`src/cpuox_params.svh`:
```
// Constants for the operand decode and byte transfer executor
`ifndef CPUOX_PARAMS_SVH
`define CPUOX_PARAMS_SVH
`define CPUOX_SADDR_LO      16'hFE20
`define CPUOX_SADDR_HI      16'hFF1F
`define CPUOX_SFR_BASE      16'hFF00
`define CPUOX_SFR_HOLE_LO   16'hFFD0
`define CPUOX_SFR_HOLE_HI   16'hFFDF
`define CPUOX_CALLF_LO      16'h0800
`define CPUOX_CALLF_HI      16'h0FFF
`define CPUOX_CALLT_LO      16'h0040
`define CPUOX_CALLT_HI      16'h007F
`define CPUOX_FASTRAM_LO    16'hFB00
`define CPUOX_FASTRAM_HI    16'hFEFF
`define CPUOX_PSW_RESET     8'h02
`define CPUOX_PSW_Z_BIT     6
`define CPUOX_PSW_AC_BIT    4
`define CPUOX_PSW_CY_BIT    0
`define CPUOX_CLK_REG2      5'h02
`define CPUOX_CLK_IMM       5'h04
`define CPUOX_CLK_MEM_FAST  5'h04
`define CPUOX_CLK_MEM_SLOW  5'h05
`define CPUOX_CLK_IDX_FAST  5'h08
`define CPUOX_CLK_IDX_SLOW  5'h09
`define CPUOX_CLK_XIDX_SLOW 5'h0A
`define CPUOX_CLK_XMEM_SLOW 5'h06
`define CPUOX_CLK_SFR_IMM   5'h07
`define CPUOX_CLK_SFR_ACC   5'h05
`define CPUOX_BYTES_IDX     3'h2
`endif

```
`src/cpuox_pkg.sv`:
```
// Types shared by the executor and its testbench
package cpuox_pkg;
  typedef enum logic [3:0]
  {
    CPUOX_OP_NOP,
    CPUOX_OP_MOV_R_IMM,
    CPUOX_OP_MOV_A_R,
    CPUOX_OP_MOV_R_A,
    CPUOX_OP_XCH_A_R,
    CPUOX_OP_MOV_A_IDX,
    CPUOX_OP_MOV_IDX_A,
    CPUOX_OP_XCH_A_IDX,
    CPUOX_OP_MOV_PSW_IMM,
    CPUOX_OP_MOV_PSW_A,
    CPUOX_OP_MOV_A_PSW,
    CPUOX_OP_MOV_SFR_IMM,
    CPUOX_OP_MOV_A_SFR,
    CPUOX_OP_MOV_SFR_A,
    CPUOX_OP_RETI_FLAGS
  } cpuox_op_t;
  typedef enum logic [1:0]
  {
    CPUOX_FL_KEEP,
    CPUOX_FL_FORCE,
    CPUOX_FL_RESULT,
    CPUOX_FL_RESTORE
  } cpuox_flag_t;
  typedef enum logic [1:0]
  {
    CPUOX_ST_IDLE,
    CPUOX_ST_WAIT,
    CPUOX_ST_WRITE
  } cpuox_state_t;
endpackage

```
`src/cpuox_addr_check.sv`:
```
// Address legality checks for each operand addressing form
`timescale 1ns/1ns
`default_nettype none
`include "cpuox_params.svh"
module cpuox_addr_check
(
  input  wire logic [7:0]  short_op,
  input  wire logic [15:0] abs_addr,
  input  wire logic        abs_word,
  input  wire logic [7:0]  sfr_op,
  input  wire logic        sfr_word,
  input  wire logic [15:0] call_addr,
  input  wire logic [15:0] table_addr,
  output logic      [15:0] short_full,
  output logic             short_byte_ok,
  output logic             short_word_ok,
  output logic             abs_ok,
  output logic             sfr_ok,
  output logic             call_ok,
  output logic             table_ok
);
  // Short operand wraps: 20H..FFH high page FE, 00H..1FH page FF
  always_comb
  begin
    short_full    = (short_op >= 8'h20) ? {8'hFE, short_op} : {8'hFF, short_op};
    short_byte_ok = (short_full >= `CPUOX_SADDR_LO) && (short_full <= `CPUOX_SADDR_HI);
    short_word_ok = short_byte_ok && !short_full[0];
  end
  // Word transfers need even addresses, bytes may land anywhere
  assign abs_ok   = !abs_word || !abs_addr[0];
  // Special register hole is never reachable
  assign sfr_ok   = !(({8'hFF, sfr_op} >= `CPUOX_SFR_HOLE_LO) && ({8'hFF, sfr_op} <= `CPUOX_SFR_HOLE_HI))
                    && (!sfr_word || !sfr_op[0]);
  assign call_ok  = (call_addr >= `CPUOX_CALLF_LO) && (call_addr <= `CPUOX_CALLF_HI);
  assign table_ok = (table_addr >= `CPUOX_CALLT_LO) && (table_addr <= `CPUOX_CALLT_HI)
                    && !table_addr[0];
endmodule
`default_nettype wire

```
`src/cpuox_reg_file.sv`:
```
// Banked general register file, eight bytes per bank, four banks
`timescale 1ns/1ns
`default_nettype none
module cpuox_reg_file
(
  input  wire logic       clk,
  input  wire logic       nrst,
  input  wire logic       ce,
  input  wire logic [1:0] bank,
  input  wire logic [2:0] rd_sel,
  output logic      [7:0] rd_data,
  output logic      [7:0] acc,
  output logic      [7:0] acc_low,
  input  wire logic [1:0] pr_sel,
  output logic      [7:0] pair_hi,
  output logic      [7:0] pair_lo,
  input  wire logic       wr_en,
  input  wire logic [2:0] wr_sel,
  input  wire logic [7:0] wr_data
);
  logic [7:0] regs [0:31];
  // Flip-flop storage indexed by bank and code
  always_ff @(posedge clk)
  begin
    if (!nrst)
    begin
      for (int i = 0; i < 32; i++)
        regs[i] <= 8'h00;
    end
    else if (ce && wr_en)
      regs[{bank, wr_sel}] <= wr_data;
  end
  // Code 1 is the accumulator, code 0 its low partner of the word pair
  assign rd_data = regs[{bank, rd_sel}];
  assign acc     = regs[{bank, 3'h1}];
  assign acc_low = regs[{bank, 3'h0}];
  // Pair p joins code 2p+1 as high byte and code 2p as low byte
  assign pair_hi = regs[{bank, pr_sel, 1'b1}];
  assign pair_lo = regs[{bank, pr_sel, 1'b0}];
endmodule
`default_nettype wire

```
`src/cpuox_exec.sv`:
```
// Operand decode and byte move/exchange executor
`timescale 1ns/1ns
`default_nettype none
`include "cpuox_params.svh"
module cpuox_exec
(
  input  wire logic                 clk,
  input  wire logic                 nrst,
  input  wire logic                 ce,
  input  wire logic                 cpu_tick,
  input  wire logic                 start,
  input  wire cpuox_pkg::cpuox_op_t op,
  input  wire logic [2:0]           reg_code,
  input  wire logic [1:0]           pair_code,
  input  wire logic [7:0]           imm,
  input  wire logic [7:0]           sfr_op,
  input  wire logic [7:0]           saved_psw,
  input  wire logic [1:0]           bank_op,
  input  wire logic                 bank_load,
  input  wire logic [2:0]           bit_op,
  input  wire logic [7:0]           rel_disp,
  input  wire logic [15:0]          pc,
  input  wire logic [7:0]           mem_rdata,
  input  wire logic [7:0]           short_op,
  input  wire logic [15:0]          abs_addr,
  input  wire logic                 abs_word,
  input  wire logic [15:0]          call_addr,
  input  wire logic [15:0]          table_addr,
  output logic                      busy,
  output logic                      done,
  output logic [4:0]                clocks,
  output logic [2:0]                bytes,
  output logic                      mem_we,
  output logic [15:0]               mem_addr,
  output logic [7:0]                mem_wdata,
  output logic [7:0]                program_status_word,
  output logic [15:0]               word_accumulator,
  output logic [15:0]               pair_value,
  output logic [7:0]                bit_mask,
  output logic [15:0]               branch_target,
  output logic [15:0]               short_full,
  output logic                      addr_fault
);
  cpuox_pkg::cpuox_state_t state;
  cpuox_pkg::cpuox_op_t    cur_op;
  logic [4:0]  cnt;
  logic [4:0]  next_clocks;
  logic [2:0]  next_bytes;
  logic [7:0]  rd_data;
  logic [7:0]  acc;
  logic [7:0]  acc_low;
  logic [7:0]  pair_hi;
  logic [7:0]  pair_lo;
  logic        rf_we;
  logic [2:0]  rf_sel;
  logic [7:0]  rf_wdata;
  logic [7:0]  latched;
  logic        fast;
  logic        short_byte_ok;
  logic        short_word_ok;
  logic        abs_ok;
  logic        sfr_ok;
  logic        call_ok;
  logic        table_ok;
  cpuox_pkg::cpuox_flag_t flag_mode;

  // Fast RAM test used by the indexed-form timing decisions; special register counts are fixed
  function automatic logic in_fast(input logic [15:0] a);
    in_fast = (a >= `CPUOX_FASTRAM_LO) && (a <= `CPUOX_FASTRAM_HI);
  endfunction

  cpuox_addr_check cpuox_addr_check_i
  (
    .short_op      (short_op),
    .abs_addr      (abs_addr),
    .abs_word      (abs_word),
    .sfr_op        (sfr_op),
    .sfr_word      (1'b0),
    .call_addr     (call_addr),
    .table_addr    (table_addr),
    .short_full    (short_full),
    .short_byte_ok (short_byte_ok),
    .short_word_ok (short_word_ok),
    .abs_ok        (abs_ok),
    .sfr_ok        (sfr_ok),
    .call_ok       (call_ok),
    .table_ok      (table_ok)
  );

  cpuox_reg_file cpuox_reg_file_i
  (
    .clk     (clk),
    .nrst    (nrst),
    .ce      (ce),
    .bank    ({program_status_word[5], program_status_word[3]}),
    .rd_sel  (reg_code),
    .rd_data (rd_data),
    .acc     (acc),
    .acc_low (acc_low),
    .pr_sel  (pair_code),
    .pair_hi (pair_hi),
    .pair_lo (pair_lo),
    .wr_en   (rf_we),
    .wr_sel  (rf_sel),
    .wr_data (rf_wdata)
  );

  // Pair codes 0..3 give word accumulator, BC, DE, index pair, high byte first
  assign pair_value       = {pair_hi, pair_lo};
  assign word_accumulator = {acc, acc_low};

  // Bit mask from 3-bit operand and sign-extended branch target
  assign bit_mask      = 8'h01 << bit_op;
  assign branch_target = pc + {{8{rel_disp[7]}}, rel_disp};
  assign addr_fault    = !(short_byte_ok && abs_ok && sfr_ok && call_ok && table_ok) && start;

  // Memory target of indexed forms: short operand names the index cell
  assign mem_addr = short_full;
  assign fast     = in_fast(mem_addr);

  // Clock and byte counts per operation; slow counts outside fast RAM
  always_comb
  begin
    next_bytes = 3'h1;
    case (op)
      cpuox_pkg::CPUOX_OP_MOV_R_IMM:
      begin
        next_clocks = `CPUOX_CLK_IMM;
        next_bytes  = 3'h2;
      end
      cpuox_pkg::CPUOX_OP_MOV_A_R,
      cpuox_pkg::CPUOX_OP_MOV_R_A,
      cpuox_pkg::CPUOX_OP_XCH_A_R:     next_clocks = `CPUOX_CLK_REG2;
      cpuox_pkg::CPUOX_OP_MOV_A_IDX,
      cpuox_pkg::CPUOX_OP_MOV_IDX_A:
      begin
        next_clocks = fast ? `CPUOX_CLK_IDX_FAST : `CPUOX_CLK_IDX_SLOW;
        next_bytes  = `CPUOX_BYTES_IDX;
      end
      cpuox_pkg::CPUOX_OP_XCH_A_IDX:
      begin
        next_clocks = fast ? `CPUOX_CLK_IDX_FAST : `CPUOX_CLK_XIDX_SLOW;
        next_bytes  = `CPUOX_BYTES_IDX;
      end
      cpuox_pkg::CPUOX_OP_MOV_PSW_IMM,
      cpuox_pkg::CPUOX_OP_MOV_SFR_IMM:
      begin
        next_clocks = `CPUOX_CLK_SFR_IMM;
        next_bytes  = 3'h3;
      end
      cpuox_pkg::CPUOX_OP_MOV_PSW_A,
      cpuox_pkg::CPUOX_OP_MOV_A_PSW,
      cpuox_pkg::CPUOX_OP_MOV_A_SFR,
      cpuox_pkg::CPUOX_OP_MOV_SFR_A:
      begin
        next_clocks = `CPUOX_CLK_SFR_ACC;
        next_bytes  = 3'h2;
      end
      default:                         next_clocks = `CPUOX_CLK_REG2;
    endcase
  end

  // Flag effect class per operation
  always_comb
  begin
    case (cur_op)
      cpuox_pkg::CPUOX_OP_MOV_PSW_IMM,
      cpuox_pkg::CPUOX_OP_MOV_PSW_A:   flag_mode = cpuox_pkg::CPUOX_FL_RESULT;
      cpuox_pkg::CPUOX_OP_RETI_FLAGS:  flag_mode = cpuox_pkg::CPUOX_FL_RESTORE;
      default:                         flag_mode = cpuox_pkg::CPUOX_FL_KEEP;
    endcase
  end

  // Sequencer: counts tick-qualified clocks so one count is one CPU clock period
  always_ff @(posedge clk)
  begin
    if (!nrst)
    begin
      state  <= cpuox_pkg::CPUOX_ST_IDLE;
      cnt    <= 5'h00;
      cur_op <= cpuox_pkg::CPUOX_OP_NOP;
      clocks <= 5'h00;
      bytes  <= 3'h0;
      latched <= 8'h00;
    end
    else if (ce)
    begin
      case (state)
        cpuox_pkg::CPUOX_ST_IDLE:
        begin
          if (start && !addr_fault)
          begin
            state   <= cpuox_pkg::CPUOX_ST_WAIT;
            cur_op  <= op;
            clocks  <= next_clocks;
            bytes   <= next_bytes;
            cnt     <= next_clocks;
            latched <= (op == cpuox_pkg::CPUOX_OP_XCH_A_R) ? rd_data : mem_rdata;
          end
        end
        cpuox_pkg::CPUOX_ST_WAIT:
        begin
          if (cpu_tick)
          begin
            if (cnt == 5'h01)
              state <= cpuox_pkg::CPUOX_ST_WRITE;
            cnt <= cnt - 5'h01;
          end
        end
        cpuox_pkg::CPUOX_ST_WRITE:
          state <= cpuox_pkg::CPUOX_ST_IDLE;
        default:
          state <= cpuox_pkg::CPUOX_ST_IDLE;
      endcase
    end
  end

  assign busy = (state != cpuox_pkg::CPUOX_ST_IDLE);
  assign done = (state == cpuox_pkg::CPUOX_ST_WRITE);

  // Register file write-back in the final cycle; one write port, so a swap writes r early
  always_comb
  begin
    rf_we    = 1'b0;
    rf_sel   = reg_code;
    rf_wdata = acc;
    if (done)
    begin
      case (cur_op)
        cpuox_pkg::CPUOX_OP_MOV_R_IMM:
        begin
          rf_we    = 1'b1;
          rf_wdata = imm;
        end
        cpuox_pkg::CPUOX_OP_MOV_R_A:
          rf_we = 1'b1;
        cpuox_pkg::CPUOX_OP_MOV_A_R:
        begin
          rf_we    = 1'b1;
          rf_sel   = 3'h1;
          rf_wdata = rd_data;
        end
        cpuox_pkg::CPUOX_OP_XCH_A_R,
        cpuox_pkg::CPUOX_OP_MOV_A_IDX,
        cpuox_pkg::CPUOX_OP_XCH_A_IDX,
        cpuox_pkg::CPUOX_OP_MOV_A_SFR:
        begin
          rf_we    = 1'b1;
          rf_sel   = 3'h1;
          rf_wdata = latched;
        end
        cpuox_pkg::CPUOX_OP_MOV_A_PSW:
        begin
          rf_we    = 1'b1;
          rf_sel   = 3'h1;
          rf_wdata = program_status_word;
        end
        default:
          rf_we = 1'b0;
      endcase
    end
    // Old accumulator lands in r on the first counted clock; old r waits in latched
    else if (state == cpuox_pkg::CPUOX_ST_WAIT && cur_op == cpuox_pkg::CPUOX_OP_XCH_A_R && cnt == clocks)
      rf_we = 1'b1;
  end

  // Memory write in the final cycle; exchange writes old accumulator
  assign mem_we    = done && ((cur_op == cpuox_pkg::CPUOX_OP_MOV_IDX_A) ||
                              (cur_op == cpuox_pkg::CPUOX_OP_XCH_A_IDX) ||
                              (cur_op == cpuox_pkg::CPUOX_OP_MOV_SFR_A)  ||
                              (cur_op == cpuox_pkg::CPUOX_OP_MOV_SFR_IMM));
  always_ff @(posedge clk)
  begin
    if (!nrst)
      mem_wdata <= 8'h00;
    else if (ce && start && !addr_fault && state == cpuox_pkg::CPUOX_ST_IDLE)
      mem_wdata <= (op == cpuox_pkg::CPUOX_OP_MOV_SFR_IMM) ? imm : acc;
  end

  // Status word: flags by class; bank field loads directly
  always_ff @(posedge clk)
  begin
    if (!nrst)
      program_status_word <= `CPUOX_PSW_RESET;
    else if (ce)
    begin
      if (bank_load && state == cpuox_pkg::CPUOX_ST_IDLE)
      begin
        program_status_word[5] <= bank_op[1];
        program_status_word[3] <= bank_op[0];
      end
      else if (done)
      begin
        case (flag_mode)
          cpuox_pkg::CPUOX_FL_RESULT:
            program_status_word <= (cur_op == cpuox_pkg::CPUOX_OP_MOV_PSW_IMM) ? imm : acc;
          cpuox_pkg::CPUOX_FL_RESTORE:
            program_status_word <= saved_psw;
          default:
            program_status_word <= program_status_word;
        endcase
      end
    end
  end

  // Checks on timing, flags and addressing
  AST_DONE_AFTER_START: assert property (@(posedge clk) disable iff (!nrst)
    busy && ce |-> ##[0:700] done) else $error("executor never finished");
  AST_REG_TWO: assert property (@(posedge clk) disable iff (!nrst)
    start && !busy && ce && op == cpuox_pkg::CPUOX_OP_MOV_A_R && !addr_fault |=> clocks == 5'h02)
    else $error("register move count wrong");
  AST_IDX_SLOW: assert property (@(posedge clk) disable iff (!nrst)
    start && !busy && ce && op == cpuox_pkg::CPUOX_OP_XCH_A_IDX && !fast && !addr_fault |=> clocks == 5'h0A)
    else $error("exchange slow count wrong");
  AST_IDX_FAST: assert property (@(posedge clk) disable iff (!nrst)
    start && !busy && ce && op == cpuox_pkg::CPUOX_OP_MOV_A_IDX && fast && !addr_fault
    |=> clocks == 5'h08 && bytes == 3'h2)
    else $error("indexed load count wrong");
  AST_SFR_IMM: assert property (@(posedge clk) disable iff (!nrst)
    start && !busy && ce && op == cpuox_pkg::CPUOX_OP_MOV_SFR_IMM && !addr_fault |=> clocks == 5'h07)
    else $error("special immediate count wrong");
  AST_FLAGS_KEEP: assert property (@(posedge clk) disable iff (!nrst)
    done && ce && flag_mode == cpuox_pkg::CPUOX_FL_KEEP && !bank_load |=> $stable(program_status_word))
    else $error("flags changed on plain move");
  AST_RESTORE: assert property (@(posedge clk) disable iff (!nrst)
    done && ce && cur_op == cpuox_pkg::CPUOX_OP_RETI_FLAGS |=> program_status_word == $past(saved_psw))
    else $error("flag restore wrong");
  AST_BRANCH: assert property (@(posedge clk) disable iff (!nrst)
    rel_disp[7] |-> branch_target < pc || pc < 16'h0080)
    else $error("negative displacement not subtracted");
  AST_CALL_RANGE: assert property (@(posedge clk) disable iff (!nrst)
    start && !addr_fault |-> call_addr[15:11] == 5'h01)
    else $error("call address outside window");
  AST_SHORT_EVEN: assert property (@(posedge clk) disable iff (!nrst)
    short_word_ok |-> !short_full[0] && short_full >= 16'hFE20)
    else $error("short word address not even");
  COV_XCH: cover property (@(posedge clk) disable iff (!nrst) done && cur_op == cpuox_pkg::CPUOX_OP_XCH_A_IDX);
  COV_PSW: cover property (@(posedge clk) disable iff (!nrst) done && cur_op == cpuox_pkg::CPUOX_OP_MOV_PSW_IMM);
  COV_FAULT: cover property (@(posedge clk) disable iff (!nrst) addr_fault);
endmodule
`default_nettype wire

```
`config.mk`:
```
export PLATFORM = sky130hd
export DESIGN_NAME = cpuox_exec
export DESIGN_NICKNAME = d
export VERILOG_FILES = /design/src/cpuox_pkg.sv /design/src/cpuox_addr_check.sv /design/src/cpuox_reg_file.sv /design/src/cpuox_exec.sv
export VERILOG_INCLUDE_DIRS = /design/src
export SDC_FILE = /design/constraint.sdc
export NUM_CORES = 1
export LEC_CHECK = 0
export ABC_AREA = 0
export CAP_MARGIN = 5
export CORE_UTILIZATION = 40
export CTS_CLUSTER_DIAMETER = 60
export CTS_CLUSTER_SIZE = 8
export DETAILED_ROUTE_END_ITERATION = 6
export DONT_BUFFER_PORTS = 1
export PLACE_DENSITY = 0.53
export SYNTH_ARGS = -nofsm -noshare
export SYNTH_HDL_FRONTEND = slang
export SYNTH_SLANG_ARGS = --single-unit
```
`constraint.sdc`:
```
create_clock -name clk -period 3.3 [get_ports clk]
set_clock_uncertainty 0.05 [all_clocks]
set_input_delay 0.495 -clock clk [delete_from_list [all_inputs] [get_ports clk]]
set_output_delay 0.495 -clock clk [all_outputs]
set_load 0.05 [all_outputs]
```
==> impl_results.md <==
- Critical Path Start Type: flip-flop
- Final Non-Filler Cells: 2099
- Combinational power share: 15.4%
- Psw: 0.00285 W
- Max stage delay on crit path: 0.81 ns
- Mean routed wirelength per cell: 29.8 µm
- Required @ worst endpoint: 3.58 ns
- Antenna violations before repair: 1
- P_int: 0.00737 W
- Later-pin clock latency in the skew report: 0.58 ns
- Remaining DRCs: 0
- Pin slew with the least headroom to its limit: 1.15 ns
- Pleak: 6.96 nW
- Clock buffer depth: 3
- Max_cap viols: 0
- Inst Count DP: 2024
- PwrDens: 505 nW/µm²
- Slowest CP cell: a221oi_4
- Fin area: 20300 µm²
- Post-synthesis sequential area ratio: 48.2%
- Root Driver: clkbuf_16
- DIE AREA: 45200 µm²
- Vias per cell: 6.35
- Synth Warn #: 0
- Cell area after synthesis: 17700 µm²
- Reg2Reg Depth: 8
- Delay-heaviest family, CP: compound AO/OA/AOI/OAI gates
- Hold EP: cur_op[0]
- #FFs+latches synth: 299
- Part of the cycle the worst path needs: 98.9%
- Vias in the first global route: 12800
- Unrepaired setup endpoints after global routing: no
- Setup violators final: 0
- Largest net degree at the start of global routing: 84
- Hold Crit Depth: 2
- Flop pwr share: 42.1%
- GR Overflow Total: 0
- Global-route wire length before repair: 89.5 mm
- Status: completed
- Critical path class: reg2reg
- Layout cell share with drive strength beyond 1: 26.8%
- Chip Height: 213 µm
- Post-Route WL: 62.6 mm
- Drt initial violations: 1656
- Relative slew slack: 23.5%
- Synth unique cells: 70
- Crit end category: flip-flop
- Hold Crit Start: op[0]
- Maximum VDD drop: 0.338 mV
- Row cnt: 76
- Buffers on Ports: 0
- Post-DP HPWL: 44.7 mm
- TritonCTS Buffers: 45
- Die W: 213 µm
- Capturing point of the worst reg2reg path: cpuox_reg_file_i.regs[28][7]
- Final net count: 1639
- Clock power share: 42.5%
- Via count: 13300
- Fraction of registers with async set/reset: 0%
- Post-synth EDFFs: 256
- Setup TNS: 0 ns
- Worst-path clk slew: 0.05 ns
- Initial core utilization: 40.9%
- Max Clk Rate: 306 MHz
- Mapped Avg Cell Area: 12.4 µm²
- CORE AREA: 43400 µm²
- Post-DRT Antenna Nets: 0
- Antenna fix cells: 0
- GP Congestion: 0.926
- Crit path top cell by count: buf_4
- Final min period: 3.26 ns
- Buf/Inv on CP: 3
- Critical path, cell by cell: and3b_1 > buf_4 > a22oi_1 > nand4_1 > buf_4 > a221oi_4 > buf_12 > nor2_1
- Dpl cell area: 18900 µm²
- Hold Fails Final Rpt: 0
- Critical path arrival: 3.54 ns
- Switching Share: 27.9%
- Min-Delay Path Class: in2reg
- H-tree depth: 2
- Post-Syn Instances: 1432
- Gr usage total: 28.0%
- I/O pins: 249
- Post-CTS Setup Repair Bufs: 0
- Start of the worst register-to-register path: program_status_word[3]
- Slew Viols, Final: 0
- DR pass1 iterations: 5
- CP max FO: 21
- R2R setup slack: 0.04 ns
- Synth Flop Type: edfxtp_1
- TritonCTS clock tree: yes
- P&R area growth vs syn: 14.3%
- CTS sink count: 299
## logic make-up after synthesis
family                     after synthesis  share of synthesized area, %
other                                    2                        0.0424
xor gates and xnor gates                15                         0.741
DFF                                    299                          48.2
AOI/OAI and AO/OA                      214                          8.55
adders and majority gates               18                          1.31
muxes                                  178                          21.5
and+or+nand+nor                        532                          14.3
buffers and inverters                  174                          5.42
## final cells by class
| type | instances | area [µm²] |
|---|---|---|
| Clock inverter | 7 | 85.1 |
| Multi-Input combinational cell | 973 | 8380 |
| Fill cell | 3942 | 23100 |
| Inverter | 16 | 60.1 |
| Timing Repair Buffer | 153 | 1240 |
| Tap cell | 585 | 732 |
| Sequential cell | 299 | 8550 |
| Clock buffer | 66 | 1210 |
## worst register-to-register path: stages (launching register included)
cell and delay (ns):
dfxtp_2 0.65, and3b_1 0.29, buf_4 0.18, a22oi_1 0.36, nand4_1 0.17, buf_4 0.17, a221oi_4 0.81, buf_12 0.26
nor2_1 0.08
## cells in the final DEF, fill, tap and decap left out, types with 4 or more instances in the layout
cell | synthesis | layout
a22oi_1 | 41 | 41
nand2b_1 | 15 | 15
buf_12 | 0 | 7
inv_1 | 16 | 16
mux2i_1 | 10 | 10
nand3_1 | 47 | 47
nor3_1 | 34 | 32
edfxtp_1 | 256 | 256
a21oi_1 | 55 | 55
mux4_2 | 157 | 157
clkbuf_1 | 67 | 20
nor4_1 | 5 | 5
nor3b_1 | 11 | 8
and2_1 | 9 | 9
ha_1 | 17 | 17
nand2_1 | 99 | 99
nand4_1 | 20 | 20
nand4b_1 | 4 | 4
clkbuf_16 | 0 | 45
conb_1 | 2 | 16
o21ai_0 | 29 | 29
mux2_2 | 8 | 8
a21o_1 | 6 | 6
nor2b_1 | 12 | 12
o31ai_1 | 4 | 4
a221oi_4 | 4 | 7
o221ai_1 | 8 | 8
xnor2_1 | 12 | 12
a211oi_1 | 12 | 12
and3_1 | 8 | 8
nor2_1 | 231 | 231
a21boi_0 | 19 | 19
and3b_1 | 5 | 5
nor3_2 | 6 | 8
dfxtp_1 | 43 | 41
nor3b_2 | 2 | 5
o211ai_1 | 4 | 4
buf_4 | 48 | 143
and4_1 | 7 | 7
## worst max-delay path by stage
stage	startpoint	to	slack [ns]	depth (start not counted)
global placement	reg_code[1]	cpuox_reg_file_i.regs[9][4]	0.09	7
finish	program_status_word[3]	cpuox_reg_file_i.regs[28][7]	0.04	8
detailed placement	reg_code[1]	cpuox_reg_file_i.regs[10][4]	0.07	7
CTS	cur_op[1]	cpuox_reg_file_i.regs[13][4]	0.14	6
floorplan	rel_disp[7]	branch_target[13]	0.003	6
global route	program_status_word[3]	cpuox_reg_file_i.regs[5][7]	0.01	8
## what timing repair did
action	CTS	global route
hold buffers	2	0
endpoints found under the setup margin	0	10
endpoints found under the hold margin	5	0
gates resized for setup	0	1
## power groups by stage
stage,Sequential [W],Clock (W),Combinational [W]
after floorplan,0.00432,0,0.00125
after global placement,0.00437,0,0.00154
after detailed placement,0.00437,0,0.00155
after CTS,0.00430,0.00440,0.00156
after global routing,0.00431,0.00454,0.00162
final,0.00430,0.00435,0.00157
## synth_stat cells, types with 10 or more instances
| cell | n | area, µm² |
|---|---|---|
| a211oi_1 | 12 | 90.1 |
| a21boi_0 | 19 | 143 |
| a21oi_1 | 55 | 275 |
| a22oi_1 | 41 | 308 |
| buf_1 | 14 | 52.6 |
| buf_2 | 15 | 75.1 |
| buf_4 | 48 | 360 |
| buf_6 | 13 | 146 |
| clkbuf_1 | 67 | 251 |
| dfxtp_1 | 43 | 861 |
| edfxtp_1 | 256 | 7690 |
| ha_1 | 17 | 213 |
| inv_1 | 16 | 60.1 |
| mux2i_1 | 10 | 100 |
| mux4_2 | 157 | 3540 |
| nand2_1 | 99 | 372 |
| nand2b_1 | 15 | 93.8 |
| nand3_1 | 47 | 235 |
| nand4_1 | 20 | 125 |
| nor2_1 | 231 | 867 |
| nor2b_1 | 12 | 75.1 |
| nor3_1 | 34 | 170 |
| nor3b_1 | 11 | 82.6 |
| o21ai_0 | 29 | 145 |
| xnor2_1 | 12 | 105 |
## through the flow
stage | utilization [%] | hold WS (ns) | setup WS, ns | total power (W)
final | 46.7 | 0.0240 | 0.0373 | 0.0102
after global routing | 46.7 | 0.0191 | 0.0146 | 0.0105
after CTS | 46.7 | 0.00123 | 0.142 | 0.0103
after detailed placement | 43.7 | 0.470 | 0.0678 | 0.00592
after global placement | 43.7 | 0.469 | 0.0931 | 0.00591
after floorplan | - | 0.447 | 0.00327 | 0.00557
## metal layers
metal / GRT usage, % / part of all wire, % / up-vias
met5: 0 / 0.021 / -
met4: 12.5 / 4.9 / 2
met3: 8.11 / 12 / 142
met2: 43.8 / 46 / 877
met1: 36.0 / 37 / 6716
li1: - / - / 5593
## flip-flops by register name, indices dropped and copies added (netlist names), named ones only
register	cells
bytes	2
clocks	4
cnt	5
cpuox_reg_file_i.regs	256
cur_op	4
latched	8
mem_wdata	8
program_status_word	8
state	2
Note: power is estimated with default switching activity, not from simulation.
